==> config.mk <==
export PLATFORM = sky130hd
export DESIGN_NAME = lsc_load_control
export DESIGN_NICKNAME = d
export VERILOG_FILES = /design/src/hdl/lsc_load_control.v
export VERILOG_INCLUDE_DIRS = /design/src /design/src/hdl
export SDC_FILE = /design/constraint.sdc
export NUM_CORES = 1
export LEC_CHECK = 0
export CAP_MARGIN = 20
export CORE_ASPECT_RATIO = 0.8
export CORE_MARGIN = 2
export CORE_UTILIZATION = 56
export CTS_CLUSTER_SIZE = 25
export DETAILED_ROUTE_END_ITERATION = 12
export DONT_BUFFER_PORTS = 1
export GPL_TIMING_DRIVEN = 0
export PLACE_DENSITY = 0.74
export SETUP_SLACK_MARGIN = 0.02
export SLEW_MARGIN = 15
export SYNTH_ARGS = -nofsm -noshare
export SYNTH_HDL_FRONTEND = slang
export SYNTH_SLANG_ARGS = --single-unit
==> constraint.sdc <==
create_clock -name clk -period 2.69 [get_ports clk]
set_input_delay 0.538 -clock clk [delete_from_list [all_inputs] [get_ports clk]]
set_output_delay 0.538 -clock clk [all_outputs]
set_load 0.05 [all_outputs]
==> src/hdl/lsc_consts.vh <==
`ifndef LSC_CONSTS_VH
`define LSC_CONSTS_VH

// Fixed slave address byte, write direction included.
`define LSC_SLAVE_ADDR 8'h74

// Control byte layout.
`define LSC_SBV_MSB 5
`define LSC_SBV_LSB 0
`define LSC_MODE_BIT 6
`define LSC_BANK_BIT 7

// Reset values.
`define LSC_CTRL_RESET 8'h00
`define LSC_SEG_RESET 8'h00

// Vector steps per stored byte.
`define LSC_STEP_DIRECT 6'h02
`define LSC_STEP_DUPLEX 6'h01

// Bits per byte on the serial link, counted from zero.
`define LSC_LAST_BIT 4'h7

`endif

==> src/hdl/lsc_load_control.v <==
`timescale 1ns/100ps
// Behaviour
// - Control register plus eight segment byte registers.
// - Even registers bank A, odd bank B.
// - Every addressed device stores second byte as control.
// - Low control bits form the segment byte vector.
// - Upper vector bits vs subaddress gate storing.
// - Lowest three vector bits pick the register.
// - Mode bit zero selects direct drive.
// - Bank bit picks displayed bank in direct.
// - Vector advances after each segment byte.
// - Increment carries into subaddress bits.
// - Direct drive advances vector by two.
// - Either bank loadable whatever is displayed.
// - Direct: four bytes feed 32 segments.
// - Low subaddress reads zero when oscillator used.
// - Direct: high pin is subaddress, open reads zero.
// - Duplex: high pin is backplane, two-bit match.
// - Oscillator tied to rail means cascade mode.
// - Only address byte 0111 0100 accepted.
// - Duplex: step one, bank bit ignored.
// - Reset clears registers, blanks outputs, idles bus.
// - Duplex: even to first, odd second backplane.
`include "lsc_consts.vh"

module lsc_load_control (
    // Clock and reset
    input wire clk,
    input wire srst,
    // Serial bus pins
    input wire scl_in,
    input wire sda_in,
    output wire sda_out,
    output reg sda_oe,
    // Subaddress and oscillator pins
    input wire subaddr_low_or_osc_pin,
    input wire osc_rc_fitted,
    input wire subaddr_bit_mid,
    input wire subaddr_high_or_second_backplane_pin,
    // Display data towards the waveform generator
    output reg [31:0] segment_outputs,
    output reg [31:0] segment_second_plane,
    output reg duplex_mode,
    output reg cascade_mode,
    output reg second_backplane_drive,
    // Readback of the control byte
    output reg [7:0] load_and_display_control
);

    // Receiver states; a foreign address parks the receiver in idle until a new start.
    localparam ST_IDLE = 3'h0;
    localparam ST_ADDR = 3'h1;
    localparam ST_CTRL = 3'h2;
    localparam ST_DATA = 3'h3;

    // Pin synchronisers; stage one feeds stage two only.
    reg scl_s1_reg;
    reg scl_s2_reg;
    reg scl_d_reg;
    reg sda_s1_reg;
    reg sda_s2_reg;
    reg sda_d_reg;
    reg a0_s1_reg;
    reg a0_s2_reg;
    reg rc_s1_reg;
    reg rc_s2_reg;
    reg a1_s1_reg;
    reg a1_s2_reg;
    reg a2_s1_reg;
    reg a2_s2_reg;

    reg [2:0] state_reg;
    reg [3:0] bit_cnt_reg;
    reg [7:0] shift_reg;
    reg ack_pending_reg;
    reg in_ack_reg;
    reg [7:0] seg_mem [0:7];

    wire scl_rise;
    wire scl_fall;
    wire start_cond;
    wire stop_cond;
    wire [7:0] rx_byte;
    wire [5:0] segment_byte_vector;
    wire [2:0] own_subaddr;
    wire subaddr_hit;
    wire [5:0] sbv_step;

    integer k;

    // Selects which register of a pair is shown on a plane.
    function [7:0] pick_byte;
        input [7:0] even_byte;
        input [7:0] odd_byte;
        input use_odd;
        begin
            pick_byte = use_odd ? odd_byte : even_byte;
        end
    endfunction

    assign sda_out = 1'b0;
    assign scl_rise = scl_s2_reg & ~scl_d_reg;
    assign scl_fall = ~scl_s2_reg & scl_d_reg;
    assign start_cond = scl_s2_reg & scl_d_reg & sda_d_reg & ~sda_s2_reg;
    assign stop_cond = scl_s2_reg & scl_d_reg & ~sda_d_reg & sda_s2_reg;
    assign rx_byte = {shift_reg[6:0], sda_s2_reg};
    assign segment_byte_vector = load_and_display_control[`LSC_SBV_MSB:`LSC_SBV_LSB];

    // An RC network on the shared pin reads as a low address bit.
    assign own_subaddr = {a2_s2_reg, a1_s2_reg, a0_s2_reg & ~rc_s2_reg};

    // Duplex drops the high bit because that pin carries a backplane.
    assign subaddr_hit = duplex_mode ? (segment_byte_vector[4:3] == own_subaddr[1:0])
                                     : (segment_byte_vector[5:3] == own_subaddr);

    assign sbv_step = duplex_mode ? `LSC_STEP_DUPLEX : `LSC_STEP_DIRECT;

    // Bus lines reset to their idle high level, so release of reset shows no false edge.
    // The delay stage after the synchroniser is only there to find edges.
    always @(posedge clk) begin
        if (srst) begin
            scl_s1_reg <= 1'b1;
            scl_s2_reg <= 1'b1;
            scl_d_reg <= 1'b1;
        end else begin
            scl_s1_reg <= scl_in;
            scl_s2_reg <= scl_s1_reg;
            scl_d_reg <= scl_s2_reg;
        end
    end

    // The data line goes through the same depth as the clock line, so that start and
    // stop are judged on levels of one and the same instant.
    always @(posedge clk) begin
        if (srst) begin
            sda_s1_reg <= 1'b1;
            sda_s2_reg <= 1'b1;
            sda_d_reg <= 1'b1;
        end else begin
            sda_s1_reg <= sda_in;
            sda_s2_reg <= sda_s1_reg;
            sda_d_reg <= sda_s2_reg;
        end
    end

    // Strap pins are static in use, so two plain stages are enough for them.
    always @(posedge clk) begin
        if (srst) begin
            a0_s1_reg <= 1'b0;
            a0_s2_reg <= 1'b0;
        end else begin
            a0_s1_reg <= subaddr_low_or_osc_pin;
            a0_s2_reg <= a0_s1_reg;
        end
    end

    always @(posedge clk) begin
        if (srst) begin
            rc_s1_reg <= 1'b0;
            rc_s2_reg <= 1'b0;
        end else begin
            rc_s1_reg <= osc_rc_fitted;
            rc_s2_reg <= rc_s1_reg;
        end
    end

    always @(posedge clk) begin
        if (srst) begin
            a1_s1_reg <= 1'b0;
            a1_s2_reg <= 1'b0;
        end else begin
            a1_s1_reg <= subaddr_bit_mid;
            a1_s2_reg <= a1_s1_reg;
        end
    end

    // An open high pin reads low, matching the pull-down that sits on it.
    always @(posedge clk) begin
        if (srst) begin
            a2_s1_reg <= 1'b0;
            a2_s2_reg <= 1'b0;
        end else begin
            a2_s1_reg <= subaddr_high_or_second_backplane_pin;
            a2_s2_reg <= a2_s1_reg;
        end
    end

    // Serial receiver, control byte and segment store.
    // Each phase of the serial clock must last at least four system clocks;
    // shorter phases would slip past the synchroniser and lose bits.
    always @(posedge clk) begin
        if (srst) begin
            state_reg <= ST_IDLE;
            bit_cnt_reg <= 4'h0;
            shift_reg <= 8'h00;
            ack_pending_reg <= 1'b0;
            in_ack_reg <= 1'b0;
            sda_oe <= 1'b0;
            load_and_display_control <= `LSC_CTRL_RESET;
            for (k = 0; k < 8; k = k + 1) begin
                seg_mem[k] <= `LSC_SEG_RESET;
            end
        end else if (start_cond) begin
            // A repeated start also lands here and restarts addressing.
            state_reg <= ST_ADDR;
            bit_cnt_reg <= 4'h0;
            ack_pending_reg <= 1'b0;
            in_ack_reg <= 1'b0;
            sda_oe <= 1'b0;
        end else if (stop_cond) begin
            state_reg <= ST_IDLE;
            bit_cnt_reg <= 4'h0;
            ack_pending_reg <= 1'b0;
            in_ack_reg <= 1'b0;
            sda_oe <= 1'b0;
        end else if (state_reg != ST_IDLE) begin
            if (scl_fall && ack_pending_reg) begin
                ack_pending_reg <= 1'b0;
                in_ack_reg <= 1'b1;
                sda_oe <= 1'b1;
            end else if (scl_fall && in_ack_reg) begin
                in_ack_reg <= 1'b0;
                sda_oe <= 1'b0;
                bit_cnt_reg <= 4'h0;
            end else if (scl_rise && !in_ack_reg && !ack_pending_reg) begin
                shift_reg <= rx_byte;
                bit_cnt_reg <= bit_cnt_reg + 4'h1;
                if (bit_cnt_reg == `LSC_LAST_BIT) begin
                    ack_pending_reg <= 1'b1;
                    case (state_reg)
                        ST_ADDR: begin
                            if (rx_byte == `LSC_SLAVE_ADDR) begin
                                state_reg <= ST_CTRL;
                            end else begin
                                // Foreign address: stay silent until the next start.
                                state_reg <= ST_IDLE;
                                ack_pending_reg <= 1'b0;
                            end
                        end
                        ST_CTRL: begin
                            load_and_display_control <= rx_byte;
                            state_reg <= ST_DATA;
                        end
                        ST_DATA: begin
                            // Non-matching devices still ack and advance the vector.
                            if (subaddr_hit) begin
                                seg_mem[segment_byte_vector[2:0]] <= rx_byte;
                            end
                            load_and_display_control[`LSC_SBV_MSB:`LSC_SBV_LSB] <=
                                segment_byte_vector + sbv_step;
                        end
                        default: begin
                            state_reg <= ST_IDLE;
                        end
                    endcase
                end
            end
        end
    end

    // Display planes, mode and backplane pin role.
    // The planes follow the registers one clock later, which keeps them glitch free.
    always @(posedge clk) begin
        if (srst) begin
            segment_outputs <= 32'h0000_0000;
            segment_second_plane <= 32'h0000_0000;
            duplex_mode <= 1'b0;
            cascade_mode <= 1'b0;
            second_backplane_drive <= 1'b0;
        end else begin
            duplex_mode <= load_and_display_control[`LSC_MODE_BIT];
            cascade_mode <= ~rc_s2_reg;
            second_backplane_drive <= load_and_display_control[`LSC_MODE_BIT];
            for (k = 0; k < 4; k = k + 1) begin
                if (load_and_display_control[`LSC_MODE_BIT]) begin
                    segment_outputs[8*k +: 8] <= seg_mem[2*k];
                    segment_second_plane[8*k +: 8] <= seg_mem[2*k+1];
                end else begin
                    segment_outputs[8*k +: 8] <= pick_byte(seg_mem[2*k], seg_mem[2*k+1],
                        load_and_display_control[`LSC_BANK_BIT]);
                    segment_second_plane[8*k +: 8] <= 8'h00;
                end
            end
        end
    end

endmodule // lsc_load_control

Word-level counts from Yosys, hierarchy flattened
Memories as Yosys holds them, arrays and structs flattened.
Index checks and enable logic that the tools add are counted.
Widths: inputs -> output; s select.
- order comparisons: 0
- $add $sub $neg: 2
- equal/unequal tests: 11
- shift-type cells: 0
- muxes and demuxes: 46
- bitwise logic cells: 19
- multipliers: 0
- div/mod/pow operators: 0
- reduce and logical (&&, ||, !) cells: 26
- operators with widths (cell ; number):
    $mux 8 ; 9
    $mux 1 ; 30
    $reduce_and 6->1 ; 3
    $reduce_and 8->1 ; 2
    $pmux 6 s2 ; 1
    $reduce_bool 3->1 ; 4
    $not 1->1 ; 11
    $reduce_bool 2->1 ; 5
    $ne 3x3->1 const B ; 3
    $pmux 3 s3 ; 1
    $and 1x1->1 ; 8
    $eq 8x7->1 const B ; 1
    $mux 4 ; 2
    $reduce_or 8->1 ; 1
    $add 6x2->6 ; 1
    $eq 3x2->1 const B ; 2
    $add 4x1->4 const B ; 1
    $eq 4x3->1 const B ; 1
    $logic_and 1x1->1 ; 4
    $mux 2 ; 2
    $reduce_and 4->1 ; 1
    $eq 3x1->1 const B ; 1
    $eq 3x3->1 ; 1
    $mux 3 ; 1
    7 further kinds ; 8
- output and inout port bits: 77
- word-level logic and storage cells: 131
- latch bits: 0
- memory bits (read-only): 0
- bits of input ports: 8
- memory bits (writable): 64
- register bits after elaboration: 104
- memories kept: 1
- memories (memory ; depth ; bits a word ; rd ports ; clocked after Yosys merged registers in ; write ports ; RTL line ; text):
    seg_mem ; 8 ; 8 ; 8 ; 0 ; 8 ; lsc_load_control.v:77 ; reg [7:0] seg_mem [0:7];

Depth between registers and ports, before layout
Gate-level depths: netlist (run 1).
- depth after elaboration: 17
- mapped depth: 7
- mapped depth without buffers: 6

Worst setup path before layout (run 1)
Ideal clock, no wire load.
- kind: reg-to-reg
- start point: reg state_reg[0]
- end point: mem seg_mem[6][0], enable pin
- data required time: 2303 ps
- cell stages (with the launch flop): 8
- library setup time: 387 ps
- clock period less this slack: 2646 ps
- buffers on the path: 1
- arrival time: 2259 ps
- setup slack: 44 ps
- cells stage by stage: dfxtp_1 -> inv_1 -> ha_1 -> nor4b_4 -> and2_4 -> nand4_4 -> buf_6 -> o31ai_1
- RTL lines (element ; RTL line ; text):
    from (decl) ; lsc_load_control.v:72 ; reg [2:0] state_reg;
    from (signal assigned) ; lsc_load_control.v:193 ; state_reg <= ST_IDLE;
    from (signal assigned) ; lsc_load_control.v:205 ; state_reg <= ST_ADDR;
    from (signal assigned) ; lsc_load_control.v:211 ; state_reg <= ST_IDLE;
    to (decl) ; lsc_load_control.v:77 ;

==> results of run 1 <==
cell usage after synthesis, drive strengths merged (6+ instances only):
cell type	instances
clkbuf	28
dfxtp	103
and2	33
or2	7
nand2	85
nand2b	6
nor2b	11
mux2i	6
o21ai	8
o31ai	9
a21oi	47
inv	11
nor2	15
nand3	11
ha	7
edfxtp	64
buf	18
nor4	64
area by class of cell:
cell class	count	area [sq um]
multi-input combinational	349	2310
buffer	46	245.2
tap	148	185.2
clock buffer	21	460.4
inverter	15	56.30
clock inverter	11	93.84
fill	883	4041
timing repair buffer	7	50.05
sequential	167	3988
cells by family (layout without fill, tap and decap cells):
logic type      Yosys count  count (layout)  share of synthesized area (%)
compound gates           81              81                          7.769
other cells               1               1                        0.05764
mux                       6               6                         0.9231
buf+inv                  61             100                          4.634
fa+ha+maj                 8               8                          1.654
simple gates            246             246                          22.79
flops                   167             167                          61.23
xor+xnor                  7               7                         0.9423
worst max-delay path, cell delays in order, from the launching register on:
cell and delay, ns:
dfxtp_1 0.41, inv_1 0.09, ha_2 0.25, nor4b_4 0.30, and2_4 0.25, nand4_4 0.20, buf_6 0.23, o31ai_4 0.48
layer usage:
metal,global-route usage (%),vias up,share of wire [%]
met4,9.507,0,2.5
met1,29.68,2143,42
met2,38.59,219,47
met3,7.143,37,8.2
met5,0,-,0
li1,-,2100,-
metrics by stage:
| stage | setup WS [ns] | setup TNS (ns) | instances | utilization, % | hold WS [ns] |
|---|---|---|---|---|---|
| final | 0.1347 | 0 | 764 | 64.64 | 0.2117 |
| after floorplan | 0.04418 | 0 | 577 | - | 0.3895 |
| after global placement | -0.3942 | -14.20 | 725 | 58.54 | 0.3926 |
| after CTS | 0.007255 | 0 | 759 | 64.26 | 0.2085 |
| after global routing | 0.06105 | 0 | 764 | 64.64 | 0.2011 |
| after detailed placement | -0.4471 | -14.33 | 727 | 58.63 | 0.3997 |
worst paths after layout:
check,to,cells past startpoint,from
worst max register to register,seg_mem[3][5],7,state_reg[0]
worst min register to register,sda_s2_reg,1,sda_s1_reg
worst min-delay path,scl_s1_reg,1,scl_in
worst max-delay path,seg_mem[3][5],7,state_reg[0]
power groups by stage:
stage,combinational (W),clock (W),sequential (W)
after global routing,0.000132,0.00243,0.00284
final,0.000120,0.00231,0.00284
after global placement,0.000103,0,0.00289
after detailed placement,0.000109,0,0.00289
after floorplan,0.0000793,0,0.00288
after CTS,0.000117,0.00232,0.00284
what timing repair did:
action                     4_1_cts  5_1_grt
pin swaps                        0        2
setup buffers                    0        5
setup endpoints to repair       58       50
resized for setup               14        4
==> summary.md, run 1 <==
| Metric | Value |
|---|---|
| Starting Density | `56.92%` |
| Most common cell after layout, fill and taps aside | `dfxtp_1` |
| Largest net degree at the start of global routing | `17` |
| Initial antenna violation count | `0` |
| Grt total ovfl | `0` |
| Clock root cell | `clkbuf_16` |
| CP Launch Type | `register` |
| DR WL/cell | `18.81 um` |
| Port Buffers | `0` |
| Required time worst endpoint | `2.76 ns` |
| Net Switching | `0.001198 W` |
| Core Area | `11430 sq um` |
| Crit. End Element | `register` |
| DRT antenna net count | `0` |
| Most frequent cells in the layout | `dfxtp_1, nand2_1, edfxtp_1` |
| TritonCTS clock tree | `done` |
| Vias | `4499` |
| Final #Nets | `619` |
| Max-Cap Viols | `0` |
| Final Max Tran Viols | `0` |
| DRT iter0 DRCs | `402` |
| Sw frac | `22.75%` |
| H-tree depth | `4` |
| RSZ-0062 raised after global routing | `no` |
| Hold Crit Class | `in -> reg` |
| P_int | `0.004067 W` |
| Yosys reg bits | `167` |
| F_max | `391.3 MHz` |
| Critical setup path kind | `reg -> reg` |
| Setup violations, final | `0` |
| Area share of the largest cell type after synthesis | `31.69%` |
| ANT cells | `0` |
| Minimum clock period | `2.555 ns` |
| Power Total | `0.005265 W` |
| Critical path arrival | `2.62 ns` |
| Biggest register | `seg_mem` |
| Cell count after synthesis | `577` |
| Die height | `100.4 um` |
| Sequential power share | `53.9%` |
| Hold buffer count at CTS | `0` |
| Ports | `85` |
| Largest regs | `seg_mem (64), segment_outputs (32), segment_second_plane (32)` |
| Avg Vias per Cell | `5.889` |
| Syn avg cell area | `11.28 sq um` |
| Area grow syn2layout | `13.56%` |
| CTS clk-pin slew, worst paths | `0.06 ns` |
| Clock network fraction of total power | `43.9%` |
| Yosys warnings | `0` |
| Worst-Margin Slew | `1.045 ns` |
| HPWL after DPL | `9666 um` |
| Post-route DRC | `0` |
| Sequential-to-total area share from yosys stat | `61.23%` |
| Yosys cell types | `55` |
| Clk_lat worst skew | `0.43 ns` |
| Status | `finished clean` |
| GPL Wtd Cong | `0.8475` |
| Area contributors post-synth | `dfxtp_1, edfxtp_1, nand2_1` |
| Total GRT Usage | `23.58%` |
| Synth Net Count | `593` |
| Fraction of layout cells with a size suffix above 1 | `16.23%` |
| # rows | `35` |
| CP max FO | `10` |
| Hold Vio Cnt, Final | `0` |
| Register-to-register setup slack | `0.13 ns` |
| Pwr dens | `712.6 nW/um^2` |
| Comb pwr share | `2.3%` |
| Worst clock skew | `0.008617 ns` |
| Worst VDD drop | `455.7 uV` |
| LEAKAGE | `2.543 nW` |
| Die width | `124.5 um` |
| Die area | `12500 sq um` |
| CTS Sinks | `167` |
| FFs w/ async S/R, synth | `0%` |
| Tcrit/Tclk final | `94.99%` |
| Post-synth EDFFs | `64` |
| Rel. slew slack | `30.33%` |
| Placed Instance Area | `6701 sq um` |
| Post-route cell area | `7388 sq um` |
| Num CTS Buffers | `17` |
| Mapped cell area | `6506 sq um` |
| Drt total wl | `14370 um` |
| Clock Path Buffers | `2` |
| DR pass1 iterations | `5` |
| Vias in the first global route | `4324` |
| First-pass GRT wire length | `22710 um` |
| Synth area leader | `dfxtp_1` |
| Max reg flops | `64` |
| Dominant synthesized flop cell | `dfxtp_1` |
Note: power is estimated with default switching activity, not from simulation.
==> run 2, diff against run 1 <==
--- a/config.mk
+++ b/config.mk
@@ -15,6 +15,7 @@
 export DONT_BUFFER_PORTS = 1
 export GPL_TIMING_DRIVEN = 0
 export PLACE_DENSITY = 0.74
+export RECOVER_POWER = 25
 export SETUP_SLACK_MARGIN = 0.02
 export SLEW_MARGIN = 15
 export SYNTH_ARGS = -nofsm -noshare
==> run 2 against run 1 <==
Effect of this change:
- largest power group unchanged
- hold slack better by 0.0012 ns
- cell area unchanged
- maximum frequency about the same
- flip-flop and latch count is the same
- global-route usage unchanged
- clock skew shrank 0.0012 ns
==> summary.md, run 2 (synthesized netlist as in run 1, its figures left out) <==
| Metric | Value |
|---|---|
| # rows | `35` |
| Final core occ | `64.64%` |
| Highest metal used | `met4` |
| Clock root cell | `clkbuf_16` |
| Max-Cap Viols | `0` |
| Layout Cells excl Fill | `764` |
| Net Switching | `0.001196 W` |
| Vias in the first global route | `4324` |
| Vias | `4491` |
| Grt total ovfl | `0` |
| Die area | `12500 sq um` |
| Most frequent cells in the layout | `dfxtp_1, nand2_1, edfxtp_1` |
| Starting Density | `56.92%` |
| Worst clock skew | `0.007461 ns` |
| FF-to-FF Start | `state_reg[0]` |
| Die height | `100.4 um` |
| Worst VDD drop | `456.4 uV` |
| Max reg flops | `64` |
| Required time worst endpoint | `2.76 ns` |
| CTS clk-pin slew, worst paths | `0.06 ns` |
| Hold Crit Class | `in -> reg` |
| GPL Wtd Cong | `0.8475` |
| First-pass GRT wire length | `22710 um` |
| CP peak stage delay | `0.47 ns` |
| Core Area | `11430 sq um` |
| Most common cell after layout, fill and taps aside | `dfxtp_1` |
| Metal1 wirelength | `6083 um` |
| Clk_lat worst skew | `0.43 ns` |
| Ports | `85` |
| Slowest cell on crit path | `o31ai_4` |
| FF+latch area | `3988 sq um` |
| Comb pwr share | `2.3%` |
| DR pass1 iterations | `5` |
| Critical-path cell list | `inv_1 > ha_2 > nor4b_4 > and2_4 > nand4_4 > buf_6 > o31ai_4` |
| CTS Sinks | `167` |
| Area of the multi-input gates | `2310 sq um` |
| Critical path arrival | `2.62 ns` |
| Drt total wl | `14390 um` |
| Biggest register | `seg_mem` |
| Die width | `124.5 um` |
| LEAKAGE | `2.540 nW` |
| Crit. End Element | `register` |
| DRT antenna net count | `0` |
| Rel. slew slack | `30.94%` |
| Fillers | `883` |
| Total GRT Usage | `23.58%` |
| H-tree depth | `4` |
| Hold Vio Cnt, Final | `0` |
| Top delay family on crit path | `simple AND/OR/NAND/NOR gates` |
| F_max | `391.5 MHz` |
| Final #Nets | `619` |
| Port Buffers | `0` |
| Setup violations, final | `0` |
| Clock network fraction of total power | `43.8%` |
| Largest net degree at the start of global routing | `17` |
| Area grow syn2layout | `13.56%` |
| Buf+Inv Stages, Crit Path | `2` |
| Minimum clock period | `2.554 ns` |
| Sequential power share | `53.9%` |
| Hold_sp | `scl_in` |
| Num CTS Buffers | `17` |
| RSZ-0062 raised after global routing | `no` |
| Tcrit/Tclk final | `94.95%` |
| Metal3 WL | `1165 um` |
| DRT iter0 DRCs | `415` |
| ANT cells | `0` |
| Avg Vias per Cell | `5.878` |
| HPWL after DPL | `9666 um` |
| Initial antenna violation count | `0` |
| Post-route DRC | `0` |
| Status | `finished clean` |
| Largest regs | `seg_mem (64), segment_outputs (32), segment_second_plane (32)` |
| Sw frac | `22.72%` |
| Final Max Tran Viols | `0` |
| Clock Path Buffers | `2` |
| Fraction of layout cells with a size suffix above 1 | `16.23%` |
| TritonCTS clock tree | `done` |
| Met2 WL | `6859 um` |
| P_int | `0.004067 W` |
| Worst-Margin Slew | `1.036 ns` |
| Pwr dens | `712.3 nW/um^2` |
| Worst Setup SP | `state_reg[0]` |
| Placed instance count | `727` |
| DR WL/cell | `18.84 um` |
| Critical setup path kind | `reg -> reg` |
| CP max FO | `10` |
| CP Launch Type | `register` |
==> run 2: worst reg2reg max path, stage by stage, from the launching register on <==
cell and delay (ns):
dfxtp_1 0.41, inv_1 0.09, ha_2 0.25, nor4b_4 0.30, and2_4 0.25, nand4_4 0.20, buf_6 0.23, o31ai_4 0.47
==> run 2: metrics by stage <==
stage | hold WS (ns) | TNS [ns] | total power (W) | area (sq um) | setup WS [ns]
after CTS | 0.2085 | 0 | 0.005273 | 7345 | 0.007255
final | 0.2129 | 0 | 0.005263 | 7388 | 0.1359
after detailed placement | 0.3997 | -14.33 | 0.003001 | 6701 | -0.4471
after floorplan | 0.3895 | 0 | 0.002959 | 6506 | 0.04418
after global placement | 0.3926 | -14.20 | 0.002992 | 6691 | -0.3942
after global routing | 0.2011 | 0 | 0.005404 | 7388 | 0.06105
==> run 2: final timing paths <==
check	end	slack, ns	cells past startpoint
hold reg to reg	sda_s2_reg	0.41	1
setup reg to reg	seg_mem[3][5]	0.14	7
setup / recovery	seg_mem[3][5]	0.14	7
hold / removal	scl_s1_reg	0.21	1
==> run 2: final cells by class <==
cell class,count,area share (%)
tap,148,2.506
clock inverter,11,1.270
buffer,46,3.319
sequential,167,53.97
inverter,15,0.7621
multi-input combinational,349,31.26
clock buffer,21,6.232
timing repair buffer,7,0.6774
==> run 2: per-layer routing <==
layer | vias to the layer above | track usage, %
li1 | 2103 | -
met1 | 2144 | 29.68
met2 | 215 | 38.59
met3 | 29 | 7.143
met4 | 0 | 9.507
met5 | - | 0
==> run 2: power groups by stage <==
stage,registers [W],clock network [W],logic (W)
CTS,0.00284,0.00232,0.000117
global placement,0.00289,0,0.000103
floorplan,0.00288,0,0.0000793
detailed placement,0.00289,0,0.000109
finish,0.00284,0.00231,0.000120
global route,0.00284,0.00243,0.000132
==> run 2: what timing repair did <==
action | 4_1_cts | 5_1_grt
setup endpoints to repair | 58 | 50
gates resized for setup | 14 | 4
pin swaps | 0 | 2
setup buffers | 0 | 5
hold buffers | 0 | 0
==> run 3, diff against run 2 <==
--- a/config.mk
+++ b/config.mk
@@ -6,6 +6,7 @@
 export SDC_FILE = /design/constraint.sdc
 export NUM_CORES = 1
 export LEC_CHECK = 0
+export ABC_AREA = 1
 export CAP_MARGIN = 20
 export CORE_ASPECT_RATIO = 0.8
 export CORE_MARGIN = 2
==> run 3 against run 2 <==
Effect of this change:
- first-iteration DRC count fell by 3.9%
- flip-flop and latch count is the same
- critical path depth is 1 lower
- via count grew 0.20%
- synthesized cell count up 12%
- synthesized area up 0.67%
- routed wire length down 5.5%
- global-route usage shrank 1.3 points
- critical endpoint is now seg_mem[0][0]
- largest power group unchanged
- highest routed layer unchanged
==> summary.md, run 3 <==
| Metric | Value |
|---|---|
| # rows | `35` |
| Pwr dens | `726.7 nW/um^2` |
| Num CTS Buffers | `17` |
| Fin worst setup slack | `0.1386 ns` |
| FF-to-FF Start | `load_and_display_control[4]` |
| Worst-Margin Slew | `0.8397 ns` |
| HPWL after DPL | `9209 um` |
| Hold Path Depth | `2` |
| DR pass1 iterations | `5` |
| Core Area | `11470 sq um` |
| Max reg flops | `64` |
| LEAKAGE | `2.780 nW` |
| Worst r2r dst | `seg_mem[0][0]` |
| CTS clk-pin slew, worst paths | `0.06 ns` |
| Final core occ | `64.07%` |
| Syn avg cell area | `10.16 sq um` |
| Vias | `4500` |
| CP Launch Type | `register` |
| Required time worst endpoint | `2.75 ns` |
| Clock Path Buffers | `2` |
| Largest net degree at the start of global routing | `17` |
| Final #Nets | `681` |
| Critical setup path kind | `reg -> reg` |
| DRT iter0 DRCs | `399` |
| Hold Vio Cnt, Final | `0` |
| Fillers | `911` |
| Starting Density | `57.09%` |
| Drt total wl | `13600 um` |
| Most frequent cells in the layout | `dfxtp_1, nor2_1, inv_1` |
| Post-synth EDFFs | `64` |
| Hold_sp | `osc_rc_fitted` |
| Crit. End Element | `register` |
| Max-Cap Viols | `0` |
| Sequential-to-total area share from yosys stat | `60.82%` |
| Placed Instance Area | `6743 sq um` |
| Post-route DRC | `0` |
| Tcrit/Tclk final | `94.85%` |
| Dpl ws | `-0.2674 ns` |
| Synth area leader | `dfxtp_1` |
| Mapped cell area | `6550 sq um` |
| CTS Sinks | `167` |
| Rel. slew slack | `43.81%` |
| Yosys warnings | `0` |
| GPL Wtd Cong | `0.8788` |
| Die area | `12580 sq um` |
| Register-to-register setup slack | `0.14 ns` |
| Area share of the largest cell type after synthesis | `31.48%` |
| Critical path arrival | `2.61 ns` |
| Yosys cell types | `29` |
| Commonest cells post-synth | `dfxtp_1, nor2_1, inv_1, nand2_1, edfxtp_1` |
| R2r worst-path depth | `6` |
| Most common cell in the netlist | `dfxtp_1` |
| Yosys reg bits | `167` |
| Total GRT Usage | `22.27%` |
| Hold Crit Class | `in -> reg` |
| Number of setup buffers added after CTS | `0` |
| Final Max Tran Viols | `0` |
| DR WL/cell | `16.47 um` |
| Vias in the first global route | `4262` |
| Dominant synthesized flop cell | `dfxtp_1` |
| Die width | `124.9 um` |
| TritonCTS clock tree | `done` |
| Fraction of layout cells with a size suffix above 1 | `18.44%` |
| ANT cells | `0` |
| Die height | `100.7 um` |
| Largest regs | `seg_mem (64), segment_outputs (32), segment_second_plane (32)` |
| Setup violations, final | `0` |
| Worst VDD drop | `573.3 uV` |
| Ports | `85` |
| RSZ-0062 raised after global routing | `no` |
| Synth Net Count | `661` |
| Most common cell after layout, fill and taps aside | `dfxtp_1` |
| Biggest register | `seg_mem` |
| Area grow syn2layout | `12.23%` |
| Post-route cell area | `7351 sq um` |
| Area contributors post-synth | `dfxtp_1, edfxtp_1, nor3_2` |
| Total negative slack | `0 ns` |
| Status | `finished clean` |
| Grt total ovfl | `0` |
| H-tree depth | `4` |
| Clk_lat worst skew | `0.42 ns` |
| FFs w/ async S/R, synth | `0%` |
| Avg Vias per Cell | `5.448` |
| Worst clock skew | `0.009408 ns` |
| CP max FO | `9` |
| F_max | `391.9 MHz` |
| Hold path endpoint | `rc_s1_reg` |
| Minimum clock period | `2.551 ns` |
| Port Buffers | `0` |
| Initial antenna violation count | `0` |
| First-pass GRT wire length | `21530 um` |
| DRT antenna net count | `0` |
| Clock root cell | `clkbuf_16` |
| Cell count after synthesis | `645` |
[run 3: changes by cell type after synthesis, sizes merged, moves of 8 or more]
cell    delta
and2      -33
clkbuf     -8
inv       +64
nand2     -17
nor2      +70
nor2b     -11
nor3      +64
nor4      -64
o21ai     +51
o31ai      -9
[run 3: worst max-delay path, cell delays in order, from the launching register on]
cell and delay (ns):
dfxtp_1 0.72, inv_1 0.18, nand2_1 0.09, nand3_1 0.11
nor2_4 0.19, nand4_4 0.21, o21ai_1 0.67
[run 3: metal layers]
metal  vias to the layer above  track usage, %  routed length, um  part of all wire, %
met5                         -               0                  0                    0
met4                         0           7.863                205                  1.5
met3                        19           5.255                803                  5.9
met2                       150           39.34               6781                   50
met1                      2168           27.13               5811                   43
li1                       2163               -                  -                    -
[run 3: area by class of cell]
| type | instances | area, sq um | area share (%) |
|---|---|---|---|
| timing repair buffer | 1 | 7.507 | 0.1021 |
| clock inverter | 11 | 111.4 | 1.515 |
| inverter | 83 | 311.5 | 4.238 |
| buffer | 34 | 187.7 | 2.553 |
| multi-input combinational | 361 | 2082 | 28.32 |
| sequential | 167 | 3984 | 54.20 |
| clock buffer | 21 | 481.7 | 6.553 |
| tap | 148 | 185.2 | 2.519 |
[run 3: power by group]
group	internal [W]	leakage (nW)	switching, W	total [W]
logic	0.0000349	1.03	0.000100	0.000135
registers	0.00270	1.46	0.000113	0.00282
clock network	0.00140	0.293	0.000994	0.00239
total	0.00413	2.78	0.00121	0.00534
[run 3: timing repair]
item / CTS / global route
hold buffers: 0 / 0
setup endpoints to repair: 56 / 34
resized for setup: 7 / 5
pin swaps: 0 / 0
[run 3: how the worst max path moves through the flow]
stage                                      startpoint            end  slack [ns]  cells past startpoint
after floorplan           load_and_display_control[4]  seg_mem[1][0]        0.31                      6
after global placement    load_and_display_control[4]  seg_mem[1][6]       -0.22                      6
after detailed placement  load_and_display_control[4]  seg_mem[5][4]       -0.27                      6
after CTS                 load_and_display_control[4]  seg_mem[5][1]        0.07                      6
after global routing      load_and_display_control[4]  seg_mem[2][5]        0.02                      6
final                     load_and_display_control[4]  seg_mem[0][0]        0.14                      6
[run 3: cell families after synthesis]
logic type	after synthesis	share of synthesized area, %
fa+ha+maj	8	1.643
xor+xnor	1	0.1337
other cells	1	0.05725
compound gates	108	8.348
buf+inv	117	7.622
simple gates	243	21.38
flops	167	60.82
[run 3: through the flow]
step	std cells	hold slack, ns	total power (W)
after global routing	826	0.2067	0.005492
after detailed placement	794	0.3956	0.003003
after floorplan	645	0.3883	0.002959
final	826	0.2102	0.005342
after global placement	793	0.3892	0.002994
after CTS	826	0.2034	0.005368
